## src/strap_cfg_pkg.sv

```systemverilog
// Purpose: shared constants and types for the strap configuration latch
// Assumes: strap levels are synchronous to core_clk
// Notes:   field positions index the packed strap capture vector
package strap_cfg_pkg;

  // position of each strap in the capture vector
  localparam int unsigned POS_SWITCH_START  = 0;
  localparam int unsigned POS_INBAND_OFF    = 1;
  localparam int unsigned POS_PORT3_ROLE    = 2;
  localparam int unsigned POS_PORT3_SPEED   = 3;
  localparam int unsigned POS_XMII_LO       = 4;
  localparam int unsigned POS_XMII_HI       = 5;
  localparam int unsigned POS_HOST_LO       = 6;
  localparam int unsigned POS_HOST_HI       = 7;
  localparam int unsigned POS_PHY_LO        = 8;
  localparam int unsigned POS_PHY_HI        = 9;
  localparam int unsigned POS_RX_VALID_TEST = 10;
  localparam int unsigned POS_SERIAL_TEST   = 11;
  localparam int unsigned STRAP_W           = 12;

  // default strap levels (pull resistors absent): start on, inband off,
  // mac role, 100M, mii, miim, phy autoneg, normal mode
  localparam logic [11:0] STRAP_RESET = 12'h10f;

  // two-bit strap codes
  localparam logic [1:0] XMII_MII   = 2'h0;
  localparam logic [1:0] XMII_RMII  = 2'h1;
  localparam logic [1:0] XMII_RGMII = 2'h3;
  localparam logic [1:0] HOST_MIIM  = 2'h0;
  localparam logic [1:0] HOST_I2C   = 2'h1;
  localparam logic [1:0] PHY_AN_EEE = 2'h1;
  localparam logic [1:0] PHY_F_MDIX = 2'h2;
  localparam logic [1:0] PHY_F_MDI  = 2'h3;

  typedef enum logic [1:0] {XMII_IS_MII, XMII_IS_RMII, XMII_IS_RSVD, XMII_IS_RGMII} xmii_mode_t;
  typedef enum logic [1:0] {HOST_IS_MIIM, HOST_IS_I2C, HOST_IS_SPI} host_if_t;
  typedef enum logic [1:0] {PHY_IS_RSVD, PHY_IS_AN_EEE, PHY_IS_FORCE_MDIX, PHY_IS_FORCE_MDI}
    phy_mode_t;

endpackage

```

## src/ptp_gpio_pin.sv

```systemverilog
// Purpose: one precision-time gpio pin, capture input or trigger output
// Assumes: ptp_tick marks the 1588 clock edges in the core_clk domain
// Notes:   input level is resynchronised; capture fires on a sampled edge
`timescale 1ns/1ps
module ptp_gpio_pin (
  // clock and reset
  input  wire logic clk,
  input  wire logic reset,
  // control
  input  wire logic ptp_tick,
  input  wire logic dir_out,
  input  wire logic drive_level,
  // pin
  input  wire logic pin_in,
  output logic      pin_out,
  output logic      pin_oe,
  // status
  output logic      sampled_r,
  output logic      capture_pulse
);

  logic sync1_r;
  logic sync2_r;
  logic prev_r;
  logic out_r;

  // two-stage resync of the pin input
  always_ff @(posedge clk) begin
    if (reset) begin
      sync1_r <= 1'b0;
      sync2_r <= 1'b0;
    end else begin
      sync1_r <= pin_in;
      sync2_r <= sync1_r;
    end
  end

  // sample and drive only on 1588 clock ticks
  always_ff @(posedge clk) begin
    if (reset) begin
      sampled_r <= 1'b0;
      prev_r    <= 1'b0;
      out_r     <= 1'b0;
    end else if (ptp_tick) begin
      sampled_r <= sync2_r;
      prev_r    <= sampled_r;
      out_r     <= drive_level;
    end
  end

  // capture event is any change seen between ticks while an input
  assign capture_pulse = ptp_tick && !dir_out && (sampled_r != prev_r);
  assign pin_out       = out_r;
  assign pin_oe        = dir_out;
endmodule // ptp_gpio_pin

```

## src/strap_config_latch.sv

```systemverilog
// Purpose: capture strap levels at reset release and decode start-up configuration
// Assumes: reset is the synchronous core reset; reset_in_low is the system reset pin
// Notes:   the capture vector is frozen between latch events
// Functional notes
// - sample straps at power-up or software reset end
// - also latch on system reset rising edge
// - start strap low waits for start bit
// - strap low enables inband management
// - port3 role picks phy/mac, refclk direction, status
// - speed strap low gives 1000, high 100
// - xmii strap decodes mii, rmii, reserved, rgmii
// - host strap decodes miim, i2c, spi
// - interrupt pin only pulls low
// - wake output on energy detect, programmable polarity
// - two gpios synced to 1588 clock
// - phy strap decodes autoneg or forced modes
// - test straps high select factory test
`timescale 1ns/1ps
module strap_config_latch (
  // clock and reset
  input  wire logic                  core_clk,
  input  wire logic                  reset,
  // reset and power-down sources
  input  wire logic                  reset_in_low,
  input  wire logic                  soft_reset,
  input  wire logic                  power_down,
  // strap pins
  input  wire logic                  strap_switch_start,
  input  wire logic                  strap_inband_mgmt_off,
  input  wire logic                  strap_port3_role,
  input  wire logic                  strap_port3_speed,
  input  wire logic                  strap_xmii_type_hi,
  input  wire logic                  strap_xmii_type_lo,
  input  wire logic                  strap_host_if_hi,
  input  wire logic                  strap_host_if_lo,
  input  wire logic                  strap_phy_cfg_hi,
  input  wire logic                  strap_rx_valid_test,
  input  wire logic                  strap_serial_out_test,
  // wake pin doubles as phy strap low bit
  input  wire logic                  wake_event_in,
  output logic                       wake_event_out,
  output logic                       wake_event_oe,
  // software controls
  input  wire logic                  start_switch_bit,
  input  wire logic                  wake_active_high,
  input  wire logic                  energy_detect,
  input  wire logic                  irq_request,
  // interrupt pin
  output logic                       irq_out_low,
  output logic                       irq_oe,
  // decoded configuration
  output logic                       forward_enable,
  output logic                       inband_management,
  output logic                       port3_phy_mode,
  output logic                       rmii_ref_clock_out,
  output logic                       rmii_ref_clock_in,
  output logic                       inband_link_status,
  output logic                       port3_gigabit,
  output strap_cfg_pkg::xmii_mode_t  xmii_mode,
  output strap_cfg_pkg::host_if_t    host_if,
  output strap_cfg_pkg::phy_mode_t   phy_mode,
  output logic                       factory_test,
  output logic                       strap_latched,
  // precision-time gpios
  input  wire logic                  ptp_tick,
  input  wire logic [1:0]            gpio_dir_out,
  input  wire logic [1:0]            gpio_drive,
  input  wire logic [1:0]            gpio_in,
  output logic      [1:0]            gpio_out,
  output logic      [1:0]            gpio_oe,
  output logic      [1:0]            gpio_sampled,
  output logic      [1:0]            gpio_capture
);

  logic [strap_cfg_pkg::STRAP_W-1:0] strap_r;
  logic [strap_cfg_pkg::STRAP_W-1:0] strap_now;
  logic                              rst_pin_r;
  logic                              pd_r;
  logic                              soft_r;
  logic                              latch_evt;
  logic                              wake_r;
  logic                              start_seen_r;

  // decode two-bit xmii strap
  function automatic strap_cfg_pkg::xmii_mode_t dec_xmii(input logic [1:0] c);
    unique case (c)
      strap_cfg_pkg::XMII_MII:   dec_xmii = strap_cfg_pkg::XMII_IS_MII;
      strap_cfg_pkg::XMII_RMII:  dec_xmii = strap_cfg_pkg::XMII_IS_RMII;
      strap_cfg_pkg::XMII_RGMII: dec_xmii = strap_cfg_pkg::XMII_IS_RGMII;
      default:                   dec_xmii = strap_cfg_pkg::XMII_IS_RSVD;
    endcase
  endfunction

  // decode two-bit host interface strap; upper bit wins
  function automatic strap_cfg_pkg::host_if_t dec_host(input logic [1:0] c);
    if (c[1])
      dec_host = strap_cfg_pkg::HOST_IS_SPI;
    else if (c == strap_cfg_pkg::HOST_I2C)
      dec_host = strap_cfg_pkg::HOST_IS_I2C;
    else
      dec_host = strap_cfg_pkg::HOST_IS_MIIM;
  endfunction

  // decode two-bit phy-port strap
  function automatic strap_cfg_pkg::phy_mode_t dec_phy(input logic [1:0] c);
    unique case (c)
      strap_cfg_pkg::PHY_AN_EEE: dec_phy = strap_cfg_pkg::PHY_IS_AN_EEE;
      strap_cfg_pkg::PHY_F_MDIX: dec_phy = strap_cfg_pkg::PHY_IS_FORCE_MDIX;
      strap_cfg_pkg::PHY_F_MDI:  dec_phy = strap_cfg_pkg::PHY_IS_FORCE_MDI;
      default:                   dec_phy = strap_cfg_pkg::PHY_IS_RSVD;
    endcase
  endfunction

  // gather the live strap levels
  assign strap_now = {strap_serial_out_test, strap_rx_valid_test,
                      strap_phy_cfg_hi, wake_event_in,
                      strap_host_if_hi, strap_host_if_lo,
                      strap_xmii_type_hi, strap_xmii_type_lo,
                      strap_port3_speed, strap_port3_role,
                      strap_inband_mgmt_off, strap_switch_start};

  // history of the reset sources for edge detection
  always_ff @(posedge core_clk) begin
    if (reset) begin
      rst_pin_r <= 1'b1;                                // pin idles high: no false rise
      pd_r      <= 1'b0;
      soft_r    <= 1'b0;
    end else begin
      rst_pin_r <= reset_in_low;
      pd_r      <= power_down;
      soft_r    <= soft_reset;
    end
  end

  // latch on end of soft reset, end of power-down or pin reset rising edge
  assign latch_evt = (soft_r && !soft_reset)
                   || (pd_r && !power_down)
                   || (!rst_pin_r && reset_in_low);

  // strap capture register, frozen outside latch events
  always_ff @(posedge core_clk) begin
    if (reset) begin
      strap_r       <= strap_cfg_pkg::STRAP_RESET;
      strap_latched <= 1'b0;
    end else if (latch_evt) begin
      strap_r       <= strap_now;
      strap_latched <= 1'b1;
    end
  end

  // remember a software start request
  always_ff @(posedge core_clk) begin
    if (reset || latch_evt)
      start_seen_r <= 1'b0;
    else if (start_switch_bit)
      start_seen_r <= 1'b1;
  end

  // decoded configuration
  assign forward_enable     = strap_r[strap_cfg_pkg::POS_SWITCH_START] || start_seen_r;
  assign inband_management  = !strap_r[strap_cfg_pkg::POS_INBAND_OFF];
  assign port3_phy_mode     = !strap_r[strap_cfg_pkg::POS_PORT3_ROLE];
  assign rmii_ref_clock_out = !strap_r[strap_cfg_pkg::POS_PORT3_ROLE];
  assign rmii_ref_clock_in  = strap_r[strap_cfg_pkg::POS_PORT3_ROLE];
  assign inband_link_status = strap_r[strap_cfg_pkg::POS_PORT3_ROLE];
  assign port3_gigabit      = !strap_r[strap_cfg_pkg::POS_PORT3_SPEED];
  assign xmii_mode  = dec_xmii(strap_r[strap_cfg_pkg::POS_XMII_HI:strap_cfg_pkg::POS_XMII_LO]);
  assign host_if    = dec_host(strap_r[strap_cfg_pkg::POS_HOST_HI:strap_cfg_pkg::POS_HOST_LO]);
  assign phy_mode   = dec_phy(strap_r[strap_cfg_pkg::POS_PHY_HI:strap_cfg_pkg::POS_PHY_LO]);
  assign factory_test = strap_r[strap_cfg_pkg::POS_RX_VALID_TEST]
                     || strap_r[strap_cfg_pkg::POS_SERIAL_TEST];

  // open-drain interrupt: drive low only when asserted
  assign irq_out_low = 1'b0;
  assign irq_oe      = irq_request;

  // wake output with programmable polarity, pin released only until the first strap latch
  always_ff @(posedge core_clk) begin
    if (reset)
      wake_r <= 1'b0;
    else
      wake_r <= energy_detect;
  end
  assign wake_event_out = wake_active_high ? wake_r : !wake_r;
  assign wake_event_oe  = strap_latched;

  // precision-time gpio pins
  for (genvar g = 0; g < 2; g++) begin : g_gpio
    ptp_gpio_pin u_pin (
      .clk           (core_clk),
      .reset         (reset),
      .ptp_tick      (ptp_tick),
      .dir_out       (gpio_dir_out[g]),
      .drive_level   (gpio_drive[g]),
      .pin_in        (gpio_in[g]),
      .pin_out       (gpio_out[g]),
      .pin_oe        (gpio_oe[g]),
      .sampled_r     (gpio_sampled[g]),
      .capture_pulse (gpio_capture[g])
    );
  end
endmodule // strap_config_latch

```

## config.mk

```make
export PLATFORM = sky130hd
export DESIGN_NAME = strap_config_latch
export DESIGN_NICKNAME = d
export VERILOG_FILES = /design/src/strap_cfg_pkg.sv /design/src/ptp_gpio_pin.sv /design/src/strap_config_latch.sv
export SDC_FILE = /design/constraint.sdc
export NUM_CORES = 1
export LEC_CHECK = 0
export ABC_AREA = 1
export BUFFER_PORTS_ARGS = -buffer_cell sky130_fd_sc_hd__buf_4
export CAP_MARGIN = 20
export CORE_ASPECT_RATIO = 1.4
export CORE_MARGIN = 2
export CORE_UTILIZATION = 45
export DETAILED_ROUTE_END_ITERATION = 7
export PLACE_DENSITY = 0.86
export SLEW_MARGIN = 10
export SYNTH_ARGS = -nofsm -noshare
export SYNTH_HDL_FRONTEND = slang
export SYNTH_SLANG_ARGS = --single-unit
```

## constraint.sdc

```tcl
create_clock -name core_clk -period 1.1 [get_ports core_clk]
set_input_delay 0.165 -clock core_clk [delete_from_list [all_inputs] [get_ports core_clk]]
set_output_delay 0.165 -clock core_clk [all_outputs]
set_load 0.01 [all_outputs]
```

==> results of run 1 <==
## cell usage after synthesis
cell type,instances
o21ai_0,9
conb_1,1
nand2_4,3
nand2_1,19
buf_2,1
buf_6,1
inv_4,1
xnor2_1,1
nand3_4,1
nand4_1,5
inv_1,18
nor2_1,37
dfxtp_1,28
clkbuf_1,4
inv_2,2
a211oi_1,2
nand3_1,5
buf_4,16
or2_2,3
## area by class of cell
cell class	count	area, µm²
inverter	21	81.3
tap	36	45.0
sequential	28	574
clock buffer	4	36.3
multi-input combinational	86	430
fill	268	992
timing repair buffer	55	428
## timing repair
item / 4_1_cts / 5_1_grt
setup endpoints to repair: 4 / 10
pin swaps: 1 / 5
buffers inserted: 2 / 2
resized for setup: 11 / 12
## critical path: stages, from the launching register on
cell,delay (ps)
dfxtp_2,380
o21ai_2,70
a211oi_2,200
buf_4,150
## state kept, by name (all words and copies together), names as in the netlist
name	cells
g_gpio.u_pin.pin_out	2
g_gpio.u_pin.prev_r	2
g_gpio.u_pin.sampled_r	2
g_gpio.u_pin.sync1_r	2
g_gpio.u_pin.sync2_r	2
pd_r	1
rst_pin_r	1
soft_r	1
start_seen_r	1
strap_latched	1
strap_r	12
wake_r	1
## layout by cell type (no fill, tap or decap)
master / instances
buf_4: 51
nor2_1: 37
nand2_1: 19
inv_1: 17
dfxtp_1: 17
dfxtp_2: 11
o21ai_0: 7
nand4_1: 5
nand3_1: 5
buf_6: 4
nand2_4: 3
inv_2: 3
clkbuf_4: 3
or2_4: 2
xnor2_2: 1
o21ai_2: 1
a211oi_2: 1
o21ai_1: 1
a211oi_1: 1
inv_4: 1
nand3_4: 1
or2_2: 1
conb_1: 1
clkbuf_8: 1
## logic make-up (layout without fill, tap and decap cells)
kind of cell | Yosys count | in the layout | synth area share, %
buffers and inverters | 43 | 80 | 19.4
AND/OR/NAND/NOR | 73 | 73 | 28.0
AO/OA/AOI/OAI | 11 | 11 | 4.99
other | 1 | 1 | 0.312
flip-flops | 28 | 28 | 46.6
XOR/XNOR | 1 | 1 | 0.729
## power by group
group	internal (mW)	total, mW	switching (mW)
Combinational	0.247	0.451	0.204
Clock	0.202	0.463	0.261
Sequential	1.10	1.14	0.0442
## layer usage
metal	wire length (µm)	track usage (%)
met2	1140	23.3
met5	0	0
met3	108	0.824
met1	856	18.3
met4	40	6.08
## how the worst max path moves through the flow
stage,from,to,slack (ps),depth (start not counted)
6_report,g_gpio[0].u_pin.prev_r,gpio_capture[0],-180,3
5_1_grt,g_gpio[0].u_pin.prev_r,gpio_capture[0],-270,3
4_1_cts,g_gpio[1].u_pin.sampled_r,gpio_capture[1],-140,3
3_5_place_dp,rst_pin_r,strap_r[7],130,5
3_3_place_gp,rst_pin_r,strap_r[10],160,5
2_1_floorplan,g_gpio[1].u_pin.sampled_r,gpio_capture[1],190,3
## metrics by stage
step | setup WS, ps | TNS [ps] | hold WS [ps] | utilization (%)
floorplan | 192 | 0 | 272 | -
global placement | 157 | 0 | 330 | 57.2
detailed placement | 133 | 0 | 330 | 57.2
CTS | -139 | -456 | 38.0 | 59.9
global route | -269 | -918 | 18.9 | 61.7
finish | -178 | -468 | 45.9 | 61.7
==> flow_summary_export.csv, run 1 <==
group,metric,value,unit
final_layout,fin_cells,230,
floorplanning,rows,22,
floorplanning,fp.dieW,47.7,µm
clocking,numCtsBuffers,3,
timing,finalSetupViolations,5,
floorplanning,die_h,65.2,µm
critical_path,worstReg2RegEnd,"strap_r[5]",
final_layout,final_area,1600,µm²
route,dr.pass1.iters,4,
route,drtAntennaViolNets,0,
final_layout,finalNetCount,223,
critical_path,cp-end-kind,"output port",
yosys,synth-seq-cells,28,
flow_run,maxCapViolations,0,
route,vias,1006,
critical_path,rr_worst_depth,6,
final_layout,area_delta_synth_final,32.7,%
yosys,ys_top_cells_by_area,"dfxtp_1 (47%), nor2_1 (12%), buf_4 (10%), nand2_1 (5.9%), inv_1 (5.6%)",
yosys,synth.largest_area_cell,"dfxtp_1",
timing,final.setup.worst_slack,-178,ps
yosys,yosysTopAreaCellShare,46.6,%
power_and_ir_drop,powerDensity,1290,nW/µm²
yosys,yosysWarnings,0,
placement,dp_cells,222,
yosys,yosysSeqAreaShare,46.6,%
hold_path,hp-class,"in -> reg",
placement,routabilityCongestion,0.708,
yosys,netlist_instances,157,
placement,place_area,1480,µm²
floorplanning,core-area,2590,µm²
hold_path,hold_end,"wake_r",
final_layout,drive_gt1_share,43.3,%
hold_path,min_from,"energy_detect",
timing,finalCritPeriodShare,116,%
timing,hold_violations,0,
critical_path,critPathKind,"reg -> out",
floorplanning,start_util,46.5,%
outcome,violations,"negative setup slack",
placement,io_buffers,51,
clocking,clockBufferDepth,2,
power_and_ir_drop,cellLeakagePower,0.853,nW
hold_path,whs_path_depth,3,
critical_path,reg2reg_from,"rst_pin_r",
timing,fin_skew,3.67,ps
critical_path,crit_arrival,1110,ps
clocking,cts_tree,"built",
route,viasPerCell,4.37,
floorplanning,dieArea,3110,µm²
critical_path,r2r_slack,110,ps
timing,final_max_slew_viol_count,0,
route,drt_iter0_markers,25,
grt,grt_max_degree,22,
power_and_ir_drop,ir_drop,913,µV
timing,max_freq,782,MHz
placement,hpwl,1.55,mm
grt,grt_pass1_wl,3.28,mm
route,wire_per_inst,9.33,µm
critical_path,worstPathRequired,940,ps
floorplanning,pin_count,55,
clocking,cts-hold-fix-buffers,0,
grt,antenna_found_initial,0,
outcome,status,"finished, violations left",
clocking,clk_pin_slew,130,ps
grt,grt_pass1_vias,772,
power_and_ir_drop,total_power,2.05,mW
yosys,synth_area,1200,µm²
grt,gr-total-overflow,0,
clocking,cts-root-buf,"clkbuf_4",
route,drt_drc_violations_left,0,
yosys,syn_avg_cell_area,7.66,µm²
critical_path,start_kind,"flip-flop",
route,wl,2.15,mm
timing,fin_crit,1280,ps
final_layout,antennaDiodeCount,0,
yosys,syn-num-nets,185,
clocking,clock-sinks,28,
yosys,yosysUniqueCellTypes,19,
clocking,cts_htree_levels,1,
clocking,clk_latency,310,ps
timing,rsz0062_at_grt,"yes",
grt,grt_use_total,14.1,%
critical_path,cp_max_fo,3,
Note: power is estimated with default switching activity, not from simulation.
==> run 2: changes to the inputs <==
Settings changed: CORE_UTILIZATION 45 to 41, HOLD_SLACK_MARGIN from default to 0.1, PLACE_DENSITY 0.86 to 0.83.
Clock period 1.1 ns to 1.05 ns, I/O delays scaled along.
==> run 2 against run 1 <==
Net effect:
- the flow still finishes with violations (negative setup slack)
- hold slack better by 60 ps
- via count up 4.6%
- clock power up 77%
- highest routed layer unchanged
- non-clock buffer count up 7
- register-to-register slack worse by 40 ps
- sequential power up 4%
- power up 22%
- critical path depth unchanged
- routed wire length up 8.2%
==> flow_summary_export.csv, run 2 (same netlist as run 1, synthesis figures left out) <==
group,metric,value,unit
floorplanning,rows,23,
clocking,clockBufferDepth,2,
placement,place_area,1480,µm²
critical_path,worstPathRequired,890,ps
critical_path,critPathKind,"reg -> out",
critical_path,r2r_slack,70,ps
critical_path,start_kind,"flip-flop",
route,vias,1052,
outcome,status,"finished, violations left",
critical_path,cp-end-kind,"output port",
clocking,clk_latency,270,ps
final_layout,final_area,1710,µm²
placement,io_buffers,51,
route,wire_per_inst,9.72,µm
clocking,clock-sinks,28,
floorplanning,pin_count,55,
outcome,violations,"negative setup slack",
power_and_ir_drop,powerDensity,1460,nW/µm²
grt,grt_pass1_wl,3.42,mm
clocking,cts-root-buf,"clkbuf_8",
floorplanning,die_h,68.1,µm
critical_path,slowest_delay,370,ps
final_layout,nFillCells,265,
route,drt_drc_violations_left,0,
timing,final.setup.worst_slack,-158,ps
critical_path,cpMaxStageDelayCell,"dfxtp_2",
final_layout,layout_commonest_cell,"buf_4",
power_and_ir_drop,ir_drop,843,µV
grt,grt_pass1_vias,835,
power_and_ir_drop,cellLeakagePower,0.901,nW
critical_path,crit_arrival,1050,ps
critical_path,crit_chain,"o21ai_2 > a211oi_2 > buf_4",
grt,grt_max_degree,22,
final_layout,drive_gt1_share,39.6,%
clocking,cts_tree,"built",
clocking,cts_htree_levels,1,
route,dr.pass1.iters,4,
floorplanning,core-area,2820,µm²
flow_run,maxCapViolations,0,
timing,max_freq,828,MHz
timing,fin_crit,1210,ps
timing,fin_skew,5.69,ps
hold_path,whs_path_depth,3,
route,viasPerCell,4.40,
floorplanning,dieArea,3390,µm²
timing,finalSetupViolations,4,
final_layout,largest_reg_flops,12,
clocking,numCtsBuffers,3,
floorplanning,fp.dieW,49.8,µm
final_layout,layout_common_cells,"buf_4 (50), nor2_1 (36), dfxtp_1 (20), nand2_1 (19), inv_1 (17)",
timing,rsz0062_at_grt,"yes",
placement,preCtsSetupSlack,83.7,ps
floorplanning,start_util,42.6,%
timing,final_max_slew_viol_count,0,
route,wl,2.32,mm
final_layout,multi_input_area,443,µm²
clocking,clk_pin_slew,90,ps
final_layout,seq_area,571,µm²
critical_path,rr_worst_depth,6,
final_layout,area_delta_synth_final,42.4,%
grt,grt_use_total,13.3,%
timing,hold_violations,0,
timing,finalCritPeriodShare,115,%
placement,routabilityCongestion,0.736,
route,drtAntennaViolNets,0,
placement,hpwl,1.56,mm
final_layout,finalNetCount,231,
grt,antenna_found_initial,0,
final_layout,antennaDiodeCount,0,
final_layout,regMostFlops,"strap_r",
hold_path,hp-class,"in -> reg",
grt,gr-total-overflow,0,
critical_path,cp_max_fo,3,
route,drt_iter0_markers,21,
## run 2: path summary, 6_finish.rpt
check | start | end
setup / recovery | g_gpio[0].u_pin.prev_r | gpio_capture[0]
hold / removal | soft_reset | soft_r
setup reg to reg | rst_pin_r | strap_r[11]
hold reg to reg | g_gpio[0].u_pin.sync1_r | g_gpio[0].u_pin.sync2_r
## run 2: routing by layer
layer,GRT usage (%),up-vias,routed length (µm)
met1,14.0,467,935
li1,-,551,-
met4,8.68,0,40
met3,1.53,2,95
met2,25.0,32,1250
met5,0,-,0
## run 2: worst max-delay path: cells and delay by family (launching register included)
kind | cells | cell delay, ps
flops | 1 | 370
compound gates | 2 | 270
buf+inv | 1 | 150
## run 2: layout make-up
| cell class | instances | share of cell area [%] |
|---|---|---|
| tap | 37 | 2.70 |
| multi-input combinational | 87 | 25.9 |
| clock buffer | 3 | 2.41 |
| sequential | 28 | 33.3 |
| inverter | 21 | 4.75 |
| clock inverter | 1 | 1.75 |
| timing repair buffer | 62 | 29.2 |
## run 2: timing repair
action | in CTS | in global routing
pin swaps | 3 | 5
gates resized for setup | 9 | 11
endpoints found under the setup margin | 4 | 22
buffers inserted | 2 | 0
hold buffers | 9 | 0
hold endpoints to repair | 9 | 0
gates cloned | 0 | 1
## run 2: per-stage QoR
step / cells / power, mW / TNS [ps] / util [%] / hold slack [ps]
floorplan: 157 / 1.48 / 0 / - / 264
global placement: 223 / 1.63 / 0 / 52.5 / 315
detailed placement: 223 / 1.64 / 0 / 52.5 / 315
CTS: 238 / 2.51 / -433 / 59.4 / 104
global route: 239 / 2.63 / -619 / 60.7 / 106
finish: 239 / 2.51 / -397 / 60.7 / 105
## run 2: power by group
group | leakage [nW] | total, mW | internal, mW | switching (mW)
combinational | 0.631 | 0.495 | 0.273 | 0.222
sequential | 0.234 | 1.19 | 1.15 | 0.0477
clock | 0.0357 | 0.820 | 0.509 | 0.310
total | 0.901 | 2.51 | 1.93 | 0.580
